### src/design/sscc_regs.svh
// Purpose: Register map, field positions, reset values and counts.
// Assumes: Printed offsets are register indices; byte address is 4 x index.
// Notes:   Definitions only.
`ifndef SSCC_REGS_SVH
`define SSCC_REGS_SVH

// Register indices (word address bits [7:2])
`define SSCC_IDX_PLL_ONE      6'h18
`define SSCC_IDX_PLL_TWO      6'h19
`define SSCC_IDX_SHAPE        6'h1a
`define SSCC_IDX_LOAD_RESETS  6'h1b
`define SSCC_IDX_STATUS       6'h20

// Reset values
`define SSCC_RST_PLL_ONE      8'hf8
`define SSCC_RST_PLL_TWO      8'h18
`define SSCC_RST_SHAPE        8'h00
`define SSCC_RST_LOAD_RESETS  8'h02

// Range / pump / filter fields
`define SSCC_RANGE_MSB        7
`define SSCC_RANGE_LSB        5
`define SSCC_PUMP_MSB         4
`define SSCC_PUMP_LSB         3
`define SSCC_FILT_MSB         2
`define SSCC_FILT_LSB         0

// Spread shape and enable fields
`define SSCC_RATE_MSB         7
`define SSCC_RATE_LSB         6
`define SSCC_BOOST_BIT        5
`define SSCC_GAIN_BIT         4
`define SSCC_WIDTH_MSB        3
`define SSCC_WIDTH_LSB        2
`define SSCC_SYNC_EN_BIT      1
`define SSCC_ENABLE_BIT       0

// Load and line reset fields
`define SSCC_LOAD_BIT         7
`define SSCC_FIFO_LINE_BIT    6
`define SSCC_WAVE_LINE_BIT    5
`define SSCC_LOCK2_OVR_BIT    4
`define SSCC_LOCK1_OVR_BIT    3
`define SSCC_MAX_RATE_BIT     2
`define SSCC_MODE_MSB         1
`define SSCC_MODE_LSB         0

// Mode codes
`define SSCC_MODE_OUT_MULT    2'h0
`define SSCC_MODE_ALL_MULT    2'h1
`define SSCC_MODE_OFF         2'h2
`define SSCC_MODE_ALL_NOMULT  2'h3

// Rate codes
`define SSCC_RATE_X1          2'h0
`define SSCC_RATE_X2          2'h1
`define SSCC_RATE_X4          2'h2

// Total spread in units of 0.3125 %, per width code
`define SSCC_WIDTH_5P0        6'h10
`define SSCC_WIDTH_2P5        6'h08
`define SSCC_WIDTH_1P25       6'h04
`define SSCC_WIDTH_0P625      6'h02

// AXI responses
`define SSCC_RESP_OKAY        2'h0
`define SSCC_RESP_SLVERR      2'h2

// Base modulation step period in aclk cycles at 1x
`define SSCC_TICK_CYCLES      64

`endif

### src/design/sscc_pkg.sv
// Purpose: Types shared by the spread clock control files.
// Assumes: Constants live in sscc_regs.svh.
// Notes:   One-hot start sequencer and packed state records.
package sscc_pkg;

  typedef enum logic [2:0]
  {
    SSCC_IDLE      = 3'b001,
    SSCC_WAIT_SYNC = 3'b010,
    SSCC_RUN       = 3'b100
  } sscc_state_e;

  typedef struct packed
  {
    logic              aw_held;
    logic [5:0]        aw_idx;
    logic              w_held;
    logic [7:0]        w_data;
    logic              w_lane0;
    logic              bvalid;
    logic [1:0]        bresp;
    logic              rvalid;
    logic [1:0]        rresp;
    logic [7:0]        rdata;
    logic [7:0]        pll_one;
    logic [7:0]        pll_two;
    logic [7:0]        shape;
    logic [7:0]        load_resets;
    logic              load_pulse;
    logic              fifo_reset;
    logic              wave_reset;
    sscc_state_e       seq;
  } sscc_main_s;

  typedef struct packed
  {
    logic [7:0]        tick_cnt;
    logic [6:0]        position;
    logic              going_up;
  } sscc_wave_s;

endpackage

### src/design/sscc_spread_wave.sv
// Purpose: Triangle modulation waveform for the spread clock.
// Assumes: Amplitude changes move the upper turn at the next step; reset recentres on amp.
// Notes:   Position is unsigned; the nominal frequency sits at amp.
`timescale 1ns/100ps
`include "sscc_regs.svh"
module sscc_spread_wave
#(
  parameter int TICK_CYCLES = `SSCC_TICK_CYCLES
)
(
  // Clock, reset, enable
  input  wire logic       aclk,
  input  wire logic       aresetn,
  input  wire logic       ce,
  // Control
  input  wire logic       run,
  input  wire logic       wave_reset,
  input  wire logic [5:0] amp,
  input  wire logic [1:0] rate_shift,
  input  wire logic       max_rate,
  // Waveform
  output logic      [6:0] position
);
  import sscc_pkg::*;

  sscc_wave_s st;
  sscc_wave_s next_st;
  logic [7:0] tick_last;
  logic [6:0] top;

  always_comb
  begin
    next_st   = st;
    tick_last = 8'((TICK_CYCLES >> rate_shift) - 1);
    top       = {amp, 1'b0};
    if (wave_reset || !run)
    begin
      next_st.tick_cnt = 8'h00;
      next_st.position = {1'b0, amp};
      next_st.going_up = 1'b1;
    end
    else if (max_rate || st.tick_cnt >= tick_last)
    begin
      next_st.tick_cnt = 8'h00;
      if (st.going_up)
      begin
        if (st.position >= top)
        begin
          next_st.going_up = 1'b0;
          next_st.position = st.position - 7'h01;
        end
        else
          next_st.position = st.position + 7'h01;
      end
      else
      begin
        if (st.position == 7'h00)
        begin
          next_st.going_up = 1'b1;
          next_st.position = 7'h01;
        end
        else
          next_st.position = st.position - 7'h01;
      end
    end
    else
      next_st.tick_cnt = st.tick_cnt + 8'h01;
  end

  always_ff @(posedge aclk)
  begin
    if (!aresetn)
      st <= '{tick_cnt: 8'h00, position: 7'h00, going_up: 1'b1};
    else if (ce)
      st <= next_st;
  end

  assign position = st.position;

endmodule // sscc_spread_wave

### src/design/sscc_top.sv
// Purpose: Spread clock generator and loop configuration over AXI4-Lite.
// Assumes: line_sync_pulse is synchronous to aclk, one cycle per line.
// Notes:
// Contract
// Master range applies to both loops
// Loop one pump 11, filter 000 reset
// Software sets loop two pump 00
// Software sets loop two filter 111
// Rate multiplier codes 1x, 2x, 4x
// Software limits line setting at 4x
// Boost selects divide step 1/28 or 1/56
// Gain bit doubles chosen spread width
// Width code sets total centred spread
// Sync enable waits for first line
// Enable bit; rising edge loads machine
// Load bit loads machine, self clears
// FIFO reset at start or each line
// Software uses line FIFO reset sparingly
// Line pulse optionally resets waveform
// Mode field selects loop and spread use
// Software forces loop two lock
// Load bit reads zero after pulse
// Reserved rate code acts as 1x
//
// Register access over AXI4-Lite is this design's own decision.
`timescale 1ns/100ps
`include "sscc_regs.svh"
module sscc_top
#(
  parameter int ADDR_W      = 8,
  parameter int TICK_CYCLES = `SSCC_TICK_CYCLES
)
(
  // Clock, reset, enable
  input  wire logic              aclk,
  input  wire logic              aresetn,
  input  wire logic              ce,
  // AXI4-Lite write address
  input  wire logic [ADDR_W-1:0] s_axi_awaddr,
  input  wire logic              s_axi_awvalid,
  output logic                   s_axi_awready,
  // AXI4-Lite write data
  input  wire logic [31:0]       s_axi_wdata,
  input  wire logic [3:0]        s_axi_wstrb,
  input  wire logic              s_axi_wvalid,
  output logic                   s_axi_wready,
  // AXI4-Lite write response
  output logic [1:0]             s_axi_bresp,
  output logic                   s_axi_bvalid,
  input  wire logic              s_axi_bready,
  // AXI4-Lite read address
  input  wire logic [ADDR_W-1:0] s_axi_araddr,
  input  wire logic              s_axi_arvalid,
  output logic                   s_axi_arready,
  // AXI4-Lite read data
  output logic [31:0]            s_axi_rdata,
  output logic [1:0]             s_axi_rresp,
  output logic                   s_axi_rvalid,
  input  wire logic              s_axi_rready,
  // Line timing
  input  wire logic              line_sync_pulse,
  // Loop configuration
  output logic [2:0]             pll_range,
  output logic [1:0]             first_multiplier_loop_pump,
  output logic [2:0]             first_multiplier_loop_filter,
  output logic [1:0]             second_multiplier_loop_pump,
  output logic [2:0]             second_multiplier_loop_filter,
  output logic                   first_multiplier_loop_lock_force,
  output logic                   second_multiplier_loop_lock_force,
  output logic                   pll_enable,
  output logic                   multiply_enable,
  output logic                   spread_all_clocks,
  // Spread control
  output logic                   div_step_fine,
  output logic [5:0]             spread_width,
  output logic [1:0]             rate_shift,
  output logic                   spread_active,
  output logic                   load_sm_pulse,
  output logic                   fifo_reset,
  output logic                   wave_reset,
  output logic [6:0]             mod_position
);
  import sscc_pkg::*;

  sscc_main_s st;
  sscc_main_s next_st;

  logic [5:0] aw_word;
  logic [5:0] ar_word;
  logic       write_fire;
  logic       read_fire;
  logic       line_here;
  logic       mode_off;
  logic [5:0] base_width;
  logic [7:0] read_value;
  logic       read_hit;
  logic       wr_hit;
  logic       wr_enable_rise;
  logic       wr_load_bit;

  assign aw_word = s_axi_awaddr[7:2];
  assign ar_word = s_axi_araddr[7:2];

  // Address and data may arrive in either order; hold each until paired
  // Readies drop with ce so no handshake is taken while state is frozen
  assign s_axi_awready = ce && !st.aw_held && !st.bvalid;
  assign s_axi_wready  = ce && !st.w_held && !st.bvalid;
  assign s_axi_arready = ce && !st.rvalid;
  assign s_axi_bvalid  = st.bvalid;
  assign s_axi_bresp   = st.bresp;
  assign s_axi_rvalid  = st.rvalid;
  assign s_axi_rresp   = st.rresp;
  assign s_axi_rdata   = {24'h000000, st.rdata};

  assign write_fire = st.aw_held && st.w_held && !st.bvalid;
  assign read_fire  = s_axi_arvalid && s_axi_arready;
  assign mode_off   = st.load_resets[`SSCC_MODE_MSB:`SSCC_MODE_LSB]
                      == `SSCC_MODE_OFF;
  assign line_here  = line_sync_pulse;

  // Read decode; the load bit shows whatever is stored, cleared by pulse
  always_comb
  begin
    read_value = 8'h00;
    read_hit   = 1'b1;
    unique case (ar_word)
      `SSCC_IDX_PLL_ONE:     read_value = st.pll_one;
      `SSCC_IDX_PLL_TWO:     read_value = st.pll_two;
      `SSCC_IDX_SHAPE:       read_value = st.shape;
      `SSCC_IDX_LOAD_RESETS: read_value = st.load_resets;
      `SSCC_IDX_STATUS:
        read_value = {6'h00, st.seq == SSCC_WAIT_SYNC,
                      st.seq == SSCC_RUN};
      default:               read_hit   = 1'b0;
    endcase
  end

  always_comb
  begin
    next_st        = st;
    wr_hit         = 1'b0;
    wr_enable_rise = 1'b0;
    wr_load_bit    = 1'b0;

    // Write address and data capture
    if (s_axi_awvalid && s_axi_awready)
    begin
      next_st.aw_held = 1'b1;
      next_st.aw_idx  = aw_word;
    end
    if (s_axi_wvalid && s_axi_wready)
    begin
      next_st.w_held  = 1'b1;
      next_st.w_data  = s_axi_wdata[7:0];
      next_st.w_lane0 = s_axi_wstrb[0];
    end

    // One-cycle strobes default low
    next_st.load_pulse = 1'b0;
    next_st.fifo_reset = 1'b0;
    next_st.wave_reset = 1'b0;

    // Self-clearing load: stored bit becomes a pulse then drops
    if (st.load_resets[`SSCC_LOAD_BIT])
    begin
      next_st.load_pulse = 1'b1;
      next_st.load_resets[`SSCC_LOAD_BIT] = 1'b0;
    end

    if (write_fire)
    begin
      next_st.aw_held = 1'b0;
      next_st.w_held  = 1'b0;
      next_st.bvalid  = 1'b1;
      wr_hit = st.aw_idx == `SSCC_IDX_PLL_ONE ||
               st.aw_idx == `SSCC_IDX_PLL_TWO ||
               st.aw_idx == `SSCC_IDX_SHAPE ||
               st.aw_idx == `SSCC_IDX_LOAD_RESETS ||
               st.aw_idx == `SSCC_IDX_STATUS;
      next_st.bresp = wr_hit ? `SSCC_RESP_OKAY : `SSCC_RESP_SLVERR;
      // Only byte lane 0 carries register bits
      if (st.w_lane0)
      begin
        unique case (st.aw_idx)
          `SSCC_IDX_PLL_ONE: next_st.pll_one = st.w_data;
          `SSCC_IDX_PLL_TWO:
            next_st.pll_two = {3'h0, st.w_data[4:0]};
          `SSCC_IDX_SHAPE:
          begin
            wr_enable_rise = st.w_data[`SSCC_ENABLE_BIT] &&
                             !st.shape[`SSCC_ENABLE_BIT];
            next_st.shape = st.w_data;
          end
          `SSCC_IDX_LOAD_RESETS:
          begin
            wr_load_bit = st.w_data[`SSCC_LOAD_BIT];
            next_st.load_resets = st.w_data;
            // Load bit takes the written value, so a write of 0 clears it
            next_st.load_resets[`SSCC_LOAD_BIT] = wr_load_bit;
          end
          default: ;
        endcase
      end
      // Enable rising also requests a load, same path as the load bit
      if (wr_enable_rise)
        next_st.load_resets[`SSCC_LOAD_BIT] = 1'b1;
    end

    if (st.bvalid && s_axi_bready)
      next_st.bvalid = 1'b0;

    // Read channel
    if (read_fire)
    begin
      next_st.rvalid = 1'b1;
      next_st.rdata  = read_value;
      next_st.rresp  = read_hit ? `SSCC_RESP_OKAY : `SSCC_RESP_SLVERR;
    end
    else if (st.rvalid && s_axi_rready)
      next_st.rvalid = 1'b0;

    // Start sequencer
    unique case (st.seq)
      SSCC_IDLE:
      begin
        if (st.load_pulse && st.shape[`SSCC_ENABLE_BIT] && !mode_off)
        begin
          next_st.wave_reset = 1'b1;
          if (st.shape[`SSCC_SYNC_EN_BIT])
            next_st.seq = SSCC_WAIT_SYNC;
          else
          begin
            next_st.seq        = SSCC_RUN;
            next_st.fifo_reset = 1'b1;
          end
        end
      end
      SSCC_WAIT_SYNC:
      begin
        if (!st.shape[`SSCC_ENABLE_BIT] || mode_off)
          next_st.seq = SSCC_IDLE;
        else if (line_here)
        begin
          next_st.seq        = SSCC_RUN;
          next_st.fifo_reset = 1'b1;
          next_st.wave_reset = 1'b1;
        end
      end
      SSCC_RUN:
      begin
        if (!st.shape[`SSCC_ENABLE_BIT] || mode_off)
          next_st.seq = SSCC_IDLE;
        else if (st.load_pulse)
        begin
          // Reload restarts the sequence under current settings
          next_st.wave_reset = 1'b1;
          if (st.shape[`SSCC_SYNC_EN_BIT])
            next_st.seq = SSCC_WAIT_SYNC;
          else
            next_st.fifo_reset = 1'b1;
        end
        else if (line_here)
        begin
          next_st.fifo_reset = st.load_resets[`SSCC_FIFO_LINE_BIT];
          next_st.wave_reset = st.load_resets[`SSCC_WAVE_LINE_BIT];
        end
      end
      default: next_st.seq = SSCC_IDLE;
    endcase
  end

  always_ff @(posedge aclk)
  begin
    if (!aresetn)
    begin
      st             <= '0;
      st.pll_one     <= `SSCC_RST_PLL_ONE;
      st.pll_two     <= `SSCC_RST_PLL_TWO;
      st.shape       <= `SSCC_RST_SHAPE;
      st.load_resets <= `SSCC_RST_LOAD_RESETS;
      st.seq         <= SSCC_IDLE;
    end
    else if (ce)
      st <= next_st;
  end

  // Loop configuration straight from registers
  assign pll_range = st.pll_one[`SSCC_RANGE_MSB:`SSCC_RANGE_LSB];
  assign first_multiplier_loop_pump =
    st.pll_one[`SSCC_PUMP_MSB:`SSCC_PUMP_LSB];
  assign first_multiplier_loop_filter =
    st.pll_one[`SSCC_FILT_MSB:`SSCC_FILT_LSB];
  assign second_multiplier_loop_pump =
    st.pll_two[`SSCC_PUMP_MSB:`SSCC_PUMP_LSB];
  assign second_multiplier_loop_filter =
    st.pll_two[`SSCC_FILT_MSB:`SSCC_FILT_LSB];
  assign first_multiplier_loop_lock_force =
    st.load_resets[`SSCC_LOCK1_OVR_BIT];
  assign second_multiplier_loop_lock_force =
    st.load_resets[`SSCC_LOCK2_OVR_BIT];

  // Mode decode
  always_comb
  begin
    pll_enable        = 1'b1;
    multiply_enable   = 1'b1;
    spread_all_clocks = 1'b1;
    unique case (st.load_resets[`SSCC_MODE_MSB:`SSCC_MODE_LSB])
      `SSCC_MODE_ALL_NOMULT: multiply_enable = 1'b0;
      `SSCC_MODE_OFF:
      begin
        pll_enable        = 1'b0;
        multiply_enable   = 1'b0;
        spread_all_clocks = 1'b0;
      end
      `SSCC_MODE_ALL_MULT:   spread_all_clocks = 1'b1;
      `SSCC_MODE_OUT_MULT:   spread_all_clocks = 1'b0;
    endcase
  end

  // Spread shape decode
  always_comb
  begin
    unique case (st.shape[`SSCC_WIDTH_MSB:`SSCC_WIDTH_LSB])
      2'h0: base_width = `SSCC_WIDTH_5P0;
      2'h1: base_width = `SSCC_WIDTH_2P5;
      2'h2: base_width = `SSCC_WIDTH_1P25;
      2'h3: base_width = `SSCC_WIDTH_0P625;
    endcase
    // Reserved rate falls back to 1x so no undefined rate appears
    unique case (st.shape[`SSCC_RATE_MSB:`SSCC_RATE_LSB])
      `SSCC_RATE_X2: rate_shift = 2'h1;
      `SSCC_RATE_X4: rate_shift = 2'h2;
      default:       rate_shift = 2'h0;
    endcase
  end

  assign spread_width  = st.shape[`SSCC_GAIN_BIT] ?
                         {base_width[4:0], 1'b0} : base_width;
  assign div_step_fine = st.shape[`SSCC_BOOST_BIT];
  assign spread_active = st.seq == SSCC_RUN;
  assign load_sm_pulse = st.load_pulse;
  assign fifo_reset    = st.fifo_reset;
  assign wave_reset    = st.wave_reset;

  sscc_spread_wave
  #(
    .TICK_CYCLES (TICK_CYCLES)
  )
  u_wave
  (
    .aclk       (aclk),
    .aresetn    (aresetn),
    .ce         (ce),
    .run        (spread_active),
    .wave_reset (st.wave_reset),
    .amp        ({1'b0, spread_width[5:1]}),
    .rate_shift (rate_shift),
    .max_rate   (st.load_resets[`SSCC_MAX_RATE_BIT]),
    .position   (mod_position)
  );

endmodule // sscc_top

### config.mk
export PLATFORM = sky130hd
export DESIGN_NAME = sscc_top
export DESIGN_NICKNAME = d
export VERILOG_FILES = /design/src/design/sscc_pkg.sv /design/src/design/sscc_spread_wave.sv /design/src/design/sscc_top.sv
export VERILOG_INCLUDE_DIRS = /design/src /design/src/design
export SDC_FILE = /design/constraint.sdc
export NUM_CORES = 1
export LEC_CHECK = 0
export BUFFER_PORTS_ARGS = -buffer_cell sky130_fd_sc_hd__buf_2
export CORE_MARGIN = 2
export CORE_UTILIZATION = 50
export CTS_CLUSTER_SIZE = 8
export DETAILED_ROUTE_END_ITERATION = 10
export GPL_TIMING_DRIVEN = 0
export PLACE_DENSITY = 0.78
export SLEW_MARGIN = 10
export SYNTH_ARGS = -nofsm -noshare
export SYNTH_HDL_FRONTEND = slang
export SYNTH_SLANG_ARGS = --single-unit
### constraint.sdc
create_clock -name aclk -period 5.8 [get_ports aclk]
set_clock_uncertainty 0.05 [all_clocks]
set_input_delay 0.29 -clock aclk [delete_from_list [all_inputs] [get_ports aclk]]
set_output_delay 0.29 -clock aclk [all_outputs]
set_load 0.01 [all_outputs]
==> results of run 1 <==
-- cell usage after synthesis (3+ instances only) --
cell                       number
sky130_fd_sc_hd__and3_1         7
sky130_fd_sc_hd__and3b_1        5
sky130_fd_sc_hd__a32oi_1        3
sky130_fd_sc_hd__mux2i_1       36
sky130_fd_sc_hd__a31oi_1        5
sky130_fd_sc_hd__ha_1          14
sky130_fd_sc_hd__clkbuf_1      21
sky130_fd_sc_hd__nand3_1       11
sky130_fd_sc_hd__nor4_1         3
sky130_fd_sc_hd__and4b_1        4
sky130_fd_sc_hd__buf_2          3
sky130_fd_sc_hd__a21oi_1       30
sky130_fd_sc_hd__nand2_1       56
sky130_fd_sc_hd__nor2b_1        3
sky130_fd_sc_hd__nand4_1        7
sky130_fd_sc_hd__o21ai_1        4
sky130_fd_sc_hd__inv_1         15
sky130_fd_sc_hd__nor3b_1        3
sky130_fd_sc_hd__dfxtp_1       80
sky130_fd_sc_hd__nand3b_1       4
sky130_fd_sc_hd__or3_1          4
sky130_fd_sc_hd__and2_1         6
sky130_fd_sc_hd__nand4b_1       3
sky130_fd_sc_hd__nand2b_1       9
sky130_fd_sc_hd__xor2_1         6
sky130_fd_sc_hd__nor2_1        62
sky130_fd_sc_hd__o21ai_0        5
sky130_fd_sc_hd__nor3_1         8
sky130_fd_sc_hd__mux4_2         5
sky130_fd_sc_hd__a2111o_1       3
sky130_fd_sc_hd__a22oi_1        6
sky130_fd_sc_hd__a22o_1         3
sky130_fd_sc_hd__buf_4         58
-- cell families after synthesis --
logic type	after synthesis	share of synthesized area [%]
AO/OA/AOI/OAI	84	12.8
XOR/XNOR	7	1.34
adder cells (fa/ha/maj)	14	3.83
buffers and inverters	100	13.2
flip-flops	80	35.0
multiplexers	42	10.6
other	1	0.0820
AND/OR/NAND/NOR	204	23.2
-- where the power goes --
part           switching [W]  internal [W]
Clock               0.000225      0.000173
Sequential        0.00000983      0.000558
Combinational      0.0000574     0.0000434
-- sequential cells by signal, summed over array words and instances, names as in the netlist --
register / cells
div_step_fine: 1
fifo_reset: 1
first_multiplier_loop_filter: 3
first_multiplier_loop_lock_force: 1
first_multiplier_loop_pump: 2
load_sm_pulse: 1
pll_range: 3
s_axi_bresp: 1
s_axi_bvalid: 1
s_axi_rdata: 8
s_axi_rresp: 1
s_axi_rvalid: 1
second_multiplier_loop_filter: 3
second_multiplier_loop_lock_force: 1
second_multiplier_loop_pump: 2
st: 33
u_wave.position: 7
u_wave.st: 9
wave_reset: 1
-- final cells by class --
type                       instances  area (sq um)  area share, %
clock inverter                     6          52.6          0.974
timing repair buffer              79           395           7.33
sequential                        80          1600           29.7
tap                              108           135           2.51
buffer                            83           541           10.0
clock buffer                      10           138           2.55
inverter                          17          63.8           1.18
multi-input combinational        378          2470           45.7
-- worst register-to-register path, stage by stage (launching register included) --
cell and delay (ns):
sky130_fd_sc_hd__dfxtp_1 0.51, sky130_fd_sc_hd__nand2_1 0.09, sky130_fd_sc_hd__o21ai_0 0.42, sky130_fd_sc_hd__inv_1 0.10, sky130_fd_sc_hd__ha_1 0.33, sky130_fd_sc_hd__o311ai_2 0.18
sky130_fd_sc_hd__a2111oi_0 0.64, sky130_fd_sc_hd__a311oi_1 0.11, sky130_fd_sc_hd__a211o_1 0.29
-- stage by stage --
| stage | power, W | setup slack [ns] | hold slack, ns | area, sq um | utilization, % |
|---|---|---|---|---|---|
| after floorplan | 0.000648 | 3.38 | 0.376 | 4670 | - |
| after global placement | 0.000678 | 3.08 | 0.398 | 5200 | 59.1 |
| after detailed placement | 0.000680 | 3.07 | 0.402 | 5200 | 59.1 |
| after CTS | 0.00107 | 3.05 | 0.0996 | 5390 | 61.3 |
| after global routing | 0.00111 | 2.75 | 0.103 | 5390 | 61.3 |
| final | 0.00107 | 2.98 | 0.106 | 5390 | 61.3 |
-- per-layer routing --
metal	part of all wire [%]	vias to the layer above	track usage, %
met3	6.2	25	4.50
met1	45	1948	31.0
met4	2.0	0	9.69
li1	-	2014	-
met5	0	-	0
met2	47	162	39.5
-- worst max-delay path by stage --
stage          slack (ns)                         endpoint  cells after the start                start
6_report             2.98  u_wave.position[5]$_SDFFE_PN0P_                      8  st[18]$_SDFFE_PN0P_
3_5_place_dp         3.07  u_wave.position[5]$_SDFFE_PN0P_                      8  st[18]$_SDFFE_PN0P_
5_1_grt              2.75  u_wave.position[5]$_SDFFE_PN0P_                      8  st[18]$_SDFFE_PN0P_
4_1_cts              3.05  u_wave.position[5]$_SDFFE_PN0P_                      8  st[18]$_SDFFE_PN0P_
3_3_place_gp         3.08  u_wave.position[5]$_SDFFE_PN0P_                      8  st[18]$_SDFFE_PN0P_
2_1_floorplan        3.38  u_wave.position[5]$_SDFFE_PN0P_                     10  st[18]$_SDFFE_PN0P_
==> flow_metrics.env, run 1 <==
export IMPL_outcome="completed"
export IMPL_power_density_cell_area_nw_per_um2=198
export IMPL_worst_path_max_fanout=7
export IMPL_post_synth_cell_area_avg_sq_um=8.60
export IMPL_critical_path_capture_point_type="flip-flop"
export IMPL_tritoncts_clock_tree="done"
export IMPL_core_region_area_sq_um=8810
export IMPL_layout_min_cycle_time_ns=2.82
export IMPL_drt_pre_antenna_iters=5
export IMPL_routed_via_density=5.45
export IMPL_cp_num_buf_inv=1
export IMPL_crit_reg2reg_launch="st[18]$_SDFFE_PN0P_"
export IMPL_fillers=794
export IMPL_reg2regPathDepth=8
export IMPL_most_common_layout_cells="82 x sky130_fd_sc_hd__buf_2, 80 x sky130_fd_sc_hd__dfxtp_1, 62 x sky130_fd_sc_hd__nor2_1, 58 x sky130_fd_sc_hd__buf_4, 56 x sky130_fd_sc_hd__nand2_1"
export IMPL_r2r_slack_ns=2.98
export IMPL_post_synth_main_area_contributors="sky130_fd_sc_hd__dfxtp_1 35%, sky130_fd_sc_hd__buf_4 9.5%, sky130_fd_sc_hd__mux2i_1 7.9%"
export IMPL_cts_hold_repair_buffers=0
export IMPL_max_cap_violations=0
export IMPL_critical_path_cell_chain="nand2_1 -> o21ai_0 -> inv_1 -> ha_1 -> o311ai_2 -> a2111oi_0 -> a311oi_1 -> a211o_1"
export IMPL_slew_limit_headroom_pct=54.9
export IMPL_placed_cells_incl_taps=745
export IMPL_die_y_um=99.7
export IMPL_mostFrequentLayoutCell="sky130_fd_sc_hd__buf_2"
export IMPL_async_reset_ff_share_pct=0
export IMPL_final_layout_size_suffix_gt1_share_pct=26.5
export IMPL_worstHoldStart="s_axi_wstrb[0]"
export IMPL_final_hold_violation_count=0
export IMPL_antenna_diode_count=0
export IMPL_die_width_um=99.7
export IMPL_design_final_nets=723
export IMPL_route_vias_total=4149
export IMPL_antenna_violations_before_repair=0
export IMPL_critical_path_slowest_cell="sky130_fd_sc_hd__a2111oi_0"
export IMPL_setup_violations_final=0
export IMPL_worst_r2r_endpoint="u_wave.position[5]$_SDFFE_PN0P_"
export IMPL_synth_area_leader_cell="sky130_fd_sc_hd__dfxtp_1"
export IMPL_fin_cells=761
export IMPL_synth_ff_latch_count=80
export IMPL_drt_initial_drc_count=224
export IMPL_timing_setup_critical_path_class="flip-flop to flip-flop"
export IMPL_maxClockFrequency_ghz=0.354
export IMPL_yosysWarnings=0
export IMPL_finalWeightedCongestion=0.945
export IMPL_die_area_sq_um=9930
export IMPL_crit_arrival_ns=3.03
export IMPL_worst_endpoint_required_ns=6.00
export IMPL_postCtsSetupRepairBufs=0
export IMPL_drt_wirelength_per_cell_um=15.4
export IMPL_synth_enable_flop_cells=0
export IMPL_count_of_antenna_violating_nets_left_after_detailed_routing=0
export IMPL_post_cts_resized=0
export IMPL_tns_ns=0
export IMPL_timing_critical_path_max_delay_family="compound AO/OA/AOI/OAI gates"
export IMPL_clk_pin_slew_ns=0.09
export IMPL_io_pins=140
export IMPL_post_route_period_util_pct=48.7
export IMPL_place_detailed_hpwl_mm=8.79
export IMPL_cts_buffers_inserted=9
export IMPL_ys_types=67
export IMPL_cts_sinks=80
export IMPL_grt_setup_unrepaired="false"
export IMPL_power_static_leakage_nw=2.48
export IMPL_grt_first_pass_wirelength_mm=19.0
export IMPL_gr_usage_all_layers_pct=24.0
export IMPL_insertion_delay_ns=0.36
export IMPL_postSynthCellCount=532
export IMPL_gr_total_overflow=0
export IMPL_hold_path_end="st[52]$_SDFFE_PN0P_"
export IMPL_totalWireLength_mm=11.7
export IMPL_critical_path_max_stage_delay_ns=0.64
export IMPL_floorplan_initialDensity_pct=52.0
export IMPL_num_rows=34
export IMPL_post_synth_design_cell_area_sq_um=4580
export IMPL_timing_hold_worst_class="input port to flip-flop"
export IMPL_cts_max_path_buffers=2
export IMPL_synthDominantCellAreaShare_pct=35.0
export IMPL_drt_drc_violations_left=0
export IMPL_final_max_slew_viol_count=0
export IMPL_synth_top_flop_cell="sky130_fd_sc_hd__dfxtp_1"
export IMPL_first_global_vias=3909
export IMPL_setup_worst_path_start_class="flip-flop"
export IMPL_port_buffers=79
export IMPL_yosysSeqAreaShare_pct=35.0
export IMPL_worst_ir_drop_vdd_v=0.000131
export IMPL_timing_worst_slew_pin_value_ns=0.660
export IMPL_cts_root_buf="sky130_fd_sc_hd__clkbuf_8"
export IMPL_timing_hold_worst_path_depth=3
export IMPL_synthToLayoutAreaGrowth_pct=17.9
export IMPL_pin_count_of_the_biggest_net_entering_global_routing=16
export IMPL_h_tree_depth=3
Power figures use the tool's default switching activity.
==> inputs of run 2 (changes only) <==
Clock period 5.8 ns to 2.8 ns, I/O delays scaled along.
==> run 2 against run 1 <==
Compared with the run above:
- sequential cell count is the same
- register-to-register slack lost 2.9 ns
- combinational power grew 120%
- core utilization grew 1.8 points
- final cell count grew 1.8%
- critical endpoint is now u_wave.position[6]$_SDFFE_PN0P_
- largest power group unchanged
==> flow_metrics.env, run 2 (synthesis results as in run 1) <==
export IMPL_io_pins=140
export IMPL_cp_num_buf_inv=0
export IMPL_critical_path_cell_chain="xnor2_1 -> nand2_1 -> ha_1 -> nor2b_1 -> o311a_2 -> o2111ai_1 -> a2111o_1 -> nand3_1"
export IMPL_floorplan_initialDensity_pct=52.0
export IMPL_critical_path_slowest_cell="sky130_fd_sc_hd__dfxtp_1"
export IMPL_flip_flop_count_of_the_largest_register_all_copies_and_words_added=33
export IMPL_design_area_sq_um=5550
export IMPL_routed_via_density=5.49
export IMPL_antenna_diode_count=0
export IMPL_power_internal_w=0.00162
export IMPL_slew_limit_headroom_pct=57.2
export IMPL_synthToLayoutAreaGrowth_pct=21.3
export IMPL_cts_buffers_inserted=9
export IMPL_power_density_cell_area_nw_per_um2=400
export IMPL_multi_input_comb_area_sq_um=2480
export IMPL_tns_ns=0
export IMPL_final_max_slew_viol_count=0
export IMPL_cp_startpoint="st[18]$_SDFFE_PN0P_"
export IMPL_power_combinational_fraction_pct=10.2
export IMPL_netSwitchingFraction_pct=27.3
export IMPL_crit_cells=8
export IMPL_finalWeightedCongestion=0.945
export IMPL_placedInstanceArea_sq_um=5200
export IMPL_timing_worst_slew_pin_value_ns=0.633
export IMPL_crit_arrival_ns=2.93
export IMPL_die_width_um=99.7
export IMPL_fillers=764
export IMPL_power_sequential_fraction_pct=52.9
export IMPL_fin_cells=775
export IMPL_max_cap_violations=0
export IMPL_drt_pre_antenna_iters=6
export IMPL_gr_usage_all_layers_pct=24.5
export IMPL_met1_usage_pct=31.3
export IMPL_reg2regPathDepth=8
export IMPL_overall_power_after_layout_w=0.00222
export IMPL_timing_hold_worst_class="input port to flip-flop"
export IMPL_timing_hold_worst_path_depth=4
export IMPL_layout_min_cycle_time_ns=2.68
export IMPL_maxClockFrequency_ghz=0.373
export IMPL_gr_max_usage_layer="met2"
export IMPL_die_y_um=99.7
export IMPL_route_vias_total=4251
export IMPL_timing_critical_path_max_delay_family="compound AO/OA/AOI/OAI gates"
export IMPL_count_of_antenna_violating_nets_left_after_detailed_routing=0
export IMPL_use_met2_pct=40.2
export IMPL_totalWireLength_mm=12.0
export IMPL_area_sequential_sq_um=1600
export IMPL_final_layout_size_suffix_gt1_share_pct=26.2
export IMPL_outcome="completed"
export IMPL_cts_max_path_buffers=2
export IMPL_mostFrequentLayoutCell="sky130_fd_sc_hd__buf_2"
export IMPL_cts_sinks=80
export IMPL_layout_core_utilization_pct=63.0
export IMPL_gr_total_overflow=0
export IMPL_num_rows=34
export IMPL_tritoncts_clock_tree="done"
export IMPL_worst_ir_drop_vdd_v=0.000269
export IMPL_first_global_vias=4003
export IMPL_final_hold_violation_count=0
export IMPL_antenna_violations_before_repair=0
export IMPL_insertion_delay_ns=0.36
export IMPL_setup_worst_path_start_class="flip-flop"
export IMPL_grt_met3_usage_pct=4.50
export IMPL_drt_initial_drc_count=251
export IMPL_setup_violations_final=0
export IMPL_power_static_leakage_nw=2.54
export IMPL_drt_drc_violations_left=0
export IMPL_timing_setup_critical_path_class="flip-flop to flip-flop"
export IMPL_power_frac_clock_pct=36.9
export IMPL_core_region_area_sq_um=8810
export IMPL_most_common_layout_cells="82 x sky130_fd_sc_hd__buf_2, 80 x sky130_fd_sc_hd__dfxtp_1, 62 x sky130_fd_sc_hd__nor2_1, 58 x sky130_fd_sc_hd__buf_4, 56 x sky130_fd_sc_hd__nand2_1"
export IMPL_largest_register="st"
export IMPL_worst_path_max_fanout=7
export IMPL_cts_root_buf="sky130_fd_sc_hd__clkbuf_8"
export IMPL_critical_path_max_stage_delay_ns=0.52
export IMPL_port_buffers=79
export IMPL_drt_wirelength_per_cell_um=15.5
export IMPL_critical_path_capture_point_type="flip-flop"
export IMPL_h_tree_depth=3
export IMPL_pin_count_of_the_biggest_net_entering_global_routing=16
export IMPL_net_switching_power_w=0.000606
export IMPL_design_final_nets=737
export IMPL_clk_pin_slew_ns=0.09
export IMPL_crit_reg2reg_launch="st[18]$_SDFFE_PN0P_"
export IMPL_place_detailed_hpwl_mm=8.79
export IMPL_placed_cells_incl_taps=745
export IMPL_grt_first_pass_wirelength_mm=19.4
export IMPL_die_area_sq_um=9930
export IMPL_worst_endpoint_required_ns=3.05
export IMPL_post_route_period_util_pct=95.8
export IMPL_worstHoldStart="s_axi_rready"
## run 2: changes by cell type in the layout (fill, tap and decap cells not counted), sizes merged
cell,before,now
dlygate4sd3,0,14
## run 2: final timing paths
kind	end	slack, ns
worst min register to register	st[52]$_SDFFE_PN0P_	0.41
worst max-delay path	u_wave.position[6]$_SDFFE_PN0P_	0.12
worst max register to register	u_wave.position[6]$_SDFFE_PN0P_	0.12
worst min-delay path	s_axi_rvalid$_SDFFE_PN0P_	0.007
## run 2: through the flow
stage / hold WS [ns] / setup slack [ns]
after detailed placement: 0.331 / 0.0721
after floorplan: 0.226 / 0.380
after CTS: 0.00118 / 0.0475
after global routing: 0.0228 / -0.0148
after global placement: 0.326 / 0.0834
final: 0.00698 / 0.119
## run 2: final cells by class
type	instances	area share (%)
buffer	83	9.74
clock buffer	10	2.48
clock inverter	6	0.947
inverter	17	1.15
multi-input combinational	378	44.8
sequential	80	28.8
tap	108	2.43
timing repair buffer	93	9.65
## run 2: worst min-delay path, cell delays in order
cell and delay, ns:
sky130_fd_sc_hd__buf_2 0.08, sky130_fd_sc_hd__nand2_1 0.04, sky130_fd_sc_hd__nand2_1 0.05, sky130_fd_sc_hd__a21oi_1 0.06
## run 2: power by group through the flow
stage / Combinational, W / Sequential (W) / Clock [W]
6_report: 0.000226 / 0.00118 / 0.000820
5_1_grt: 0.000248 / 0.00118 / 0.000891
4_1_cts: 0.000222 / 0.00118 / 0.000844
3_5_place_dp: 0.000207 / 0.00120 / 0
3_3_place_gp: 0.000204 / 0.00120 / 0
2_1_floorplan: 0.000146 / 0.00120 / 0
## run 2: routing by layer
layer,routed length [um],vias to the layer above
met5,0,-
met2,5660,170
li1,-,2045
met3,764,25
met4,261,0
met1,5300,2011
## run 2: what timing repair did
item	in CTS	in global routing
gates resized for setup	0	5
endpoints found under the setup margin	0	6
buffers inserted	0	0
hold endpoints to repair	14	0
hold buffers	14	0
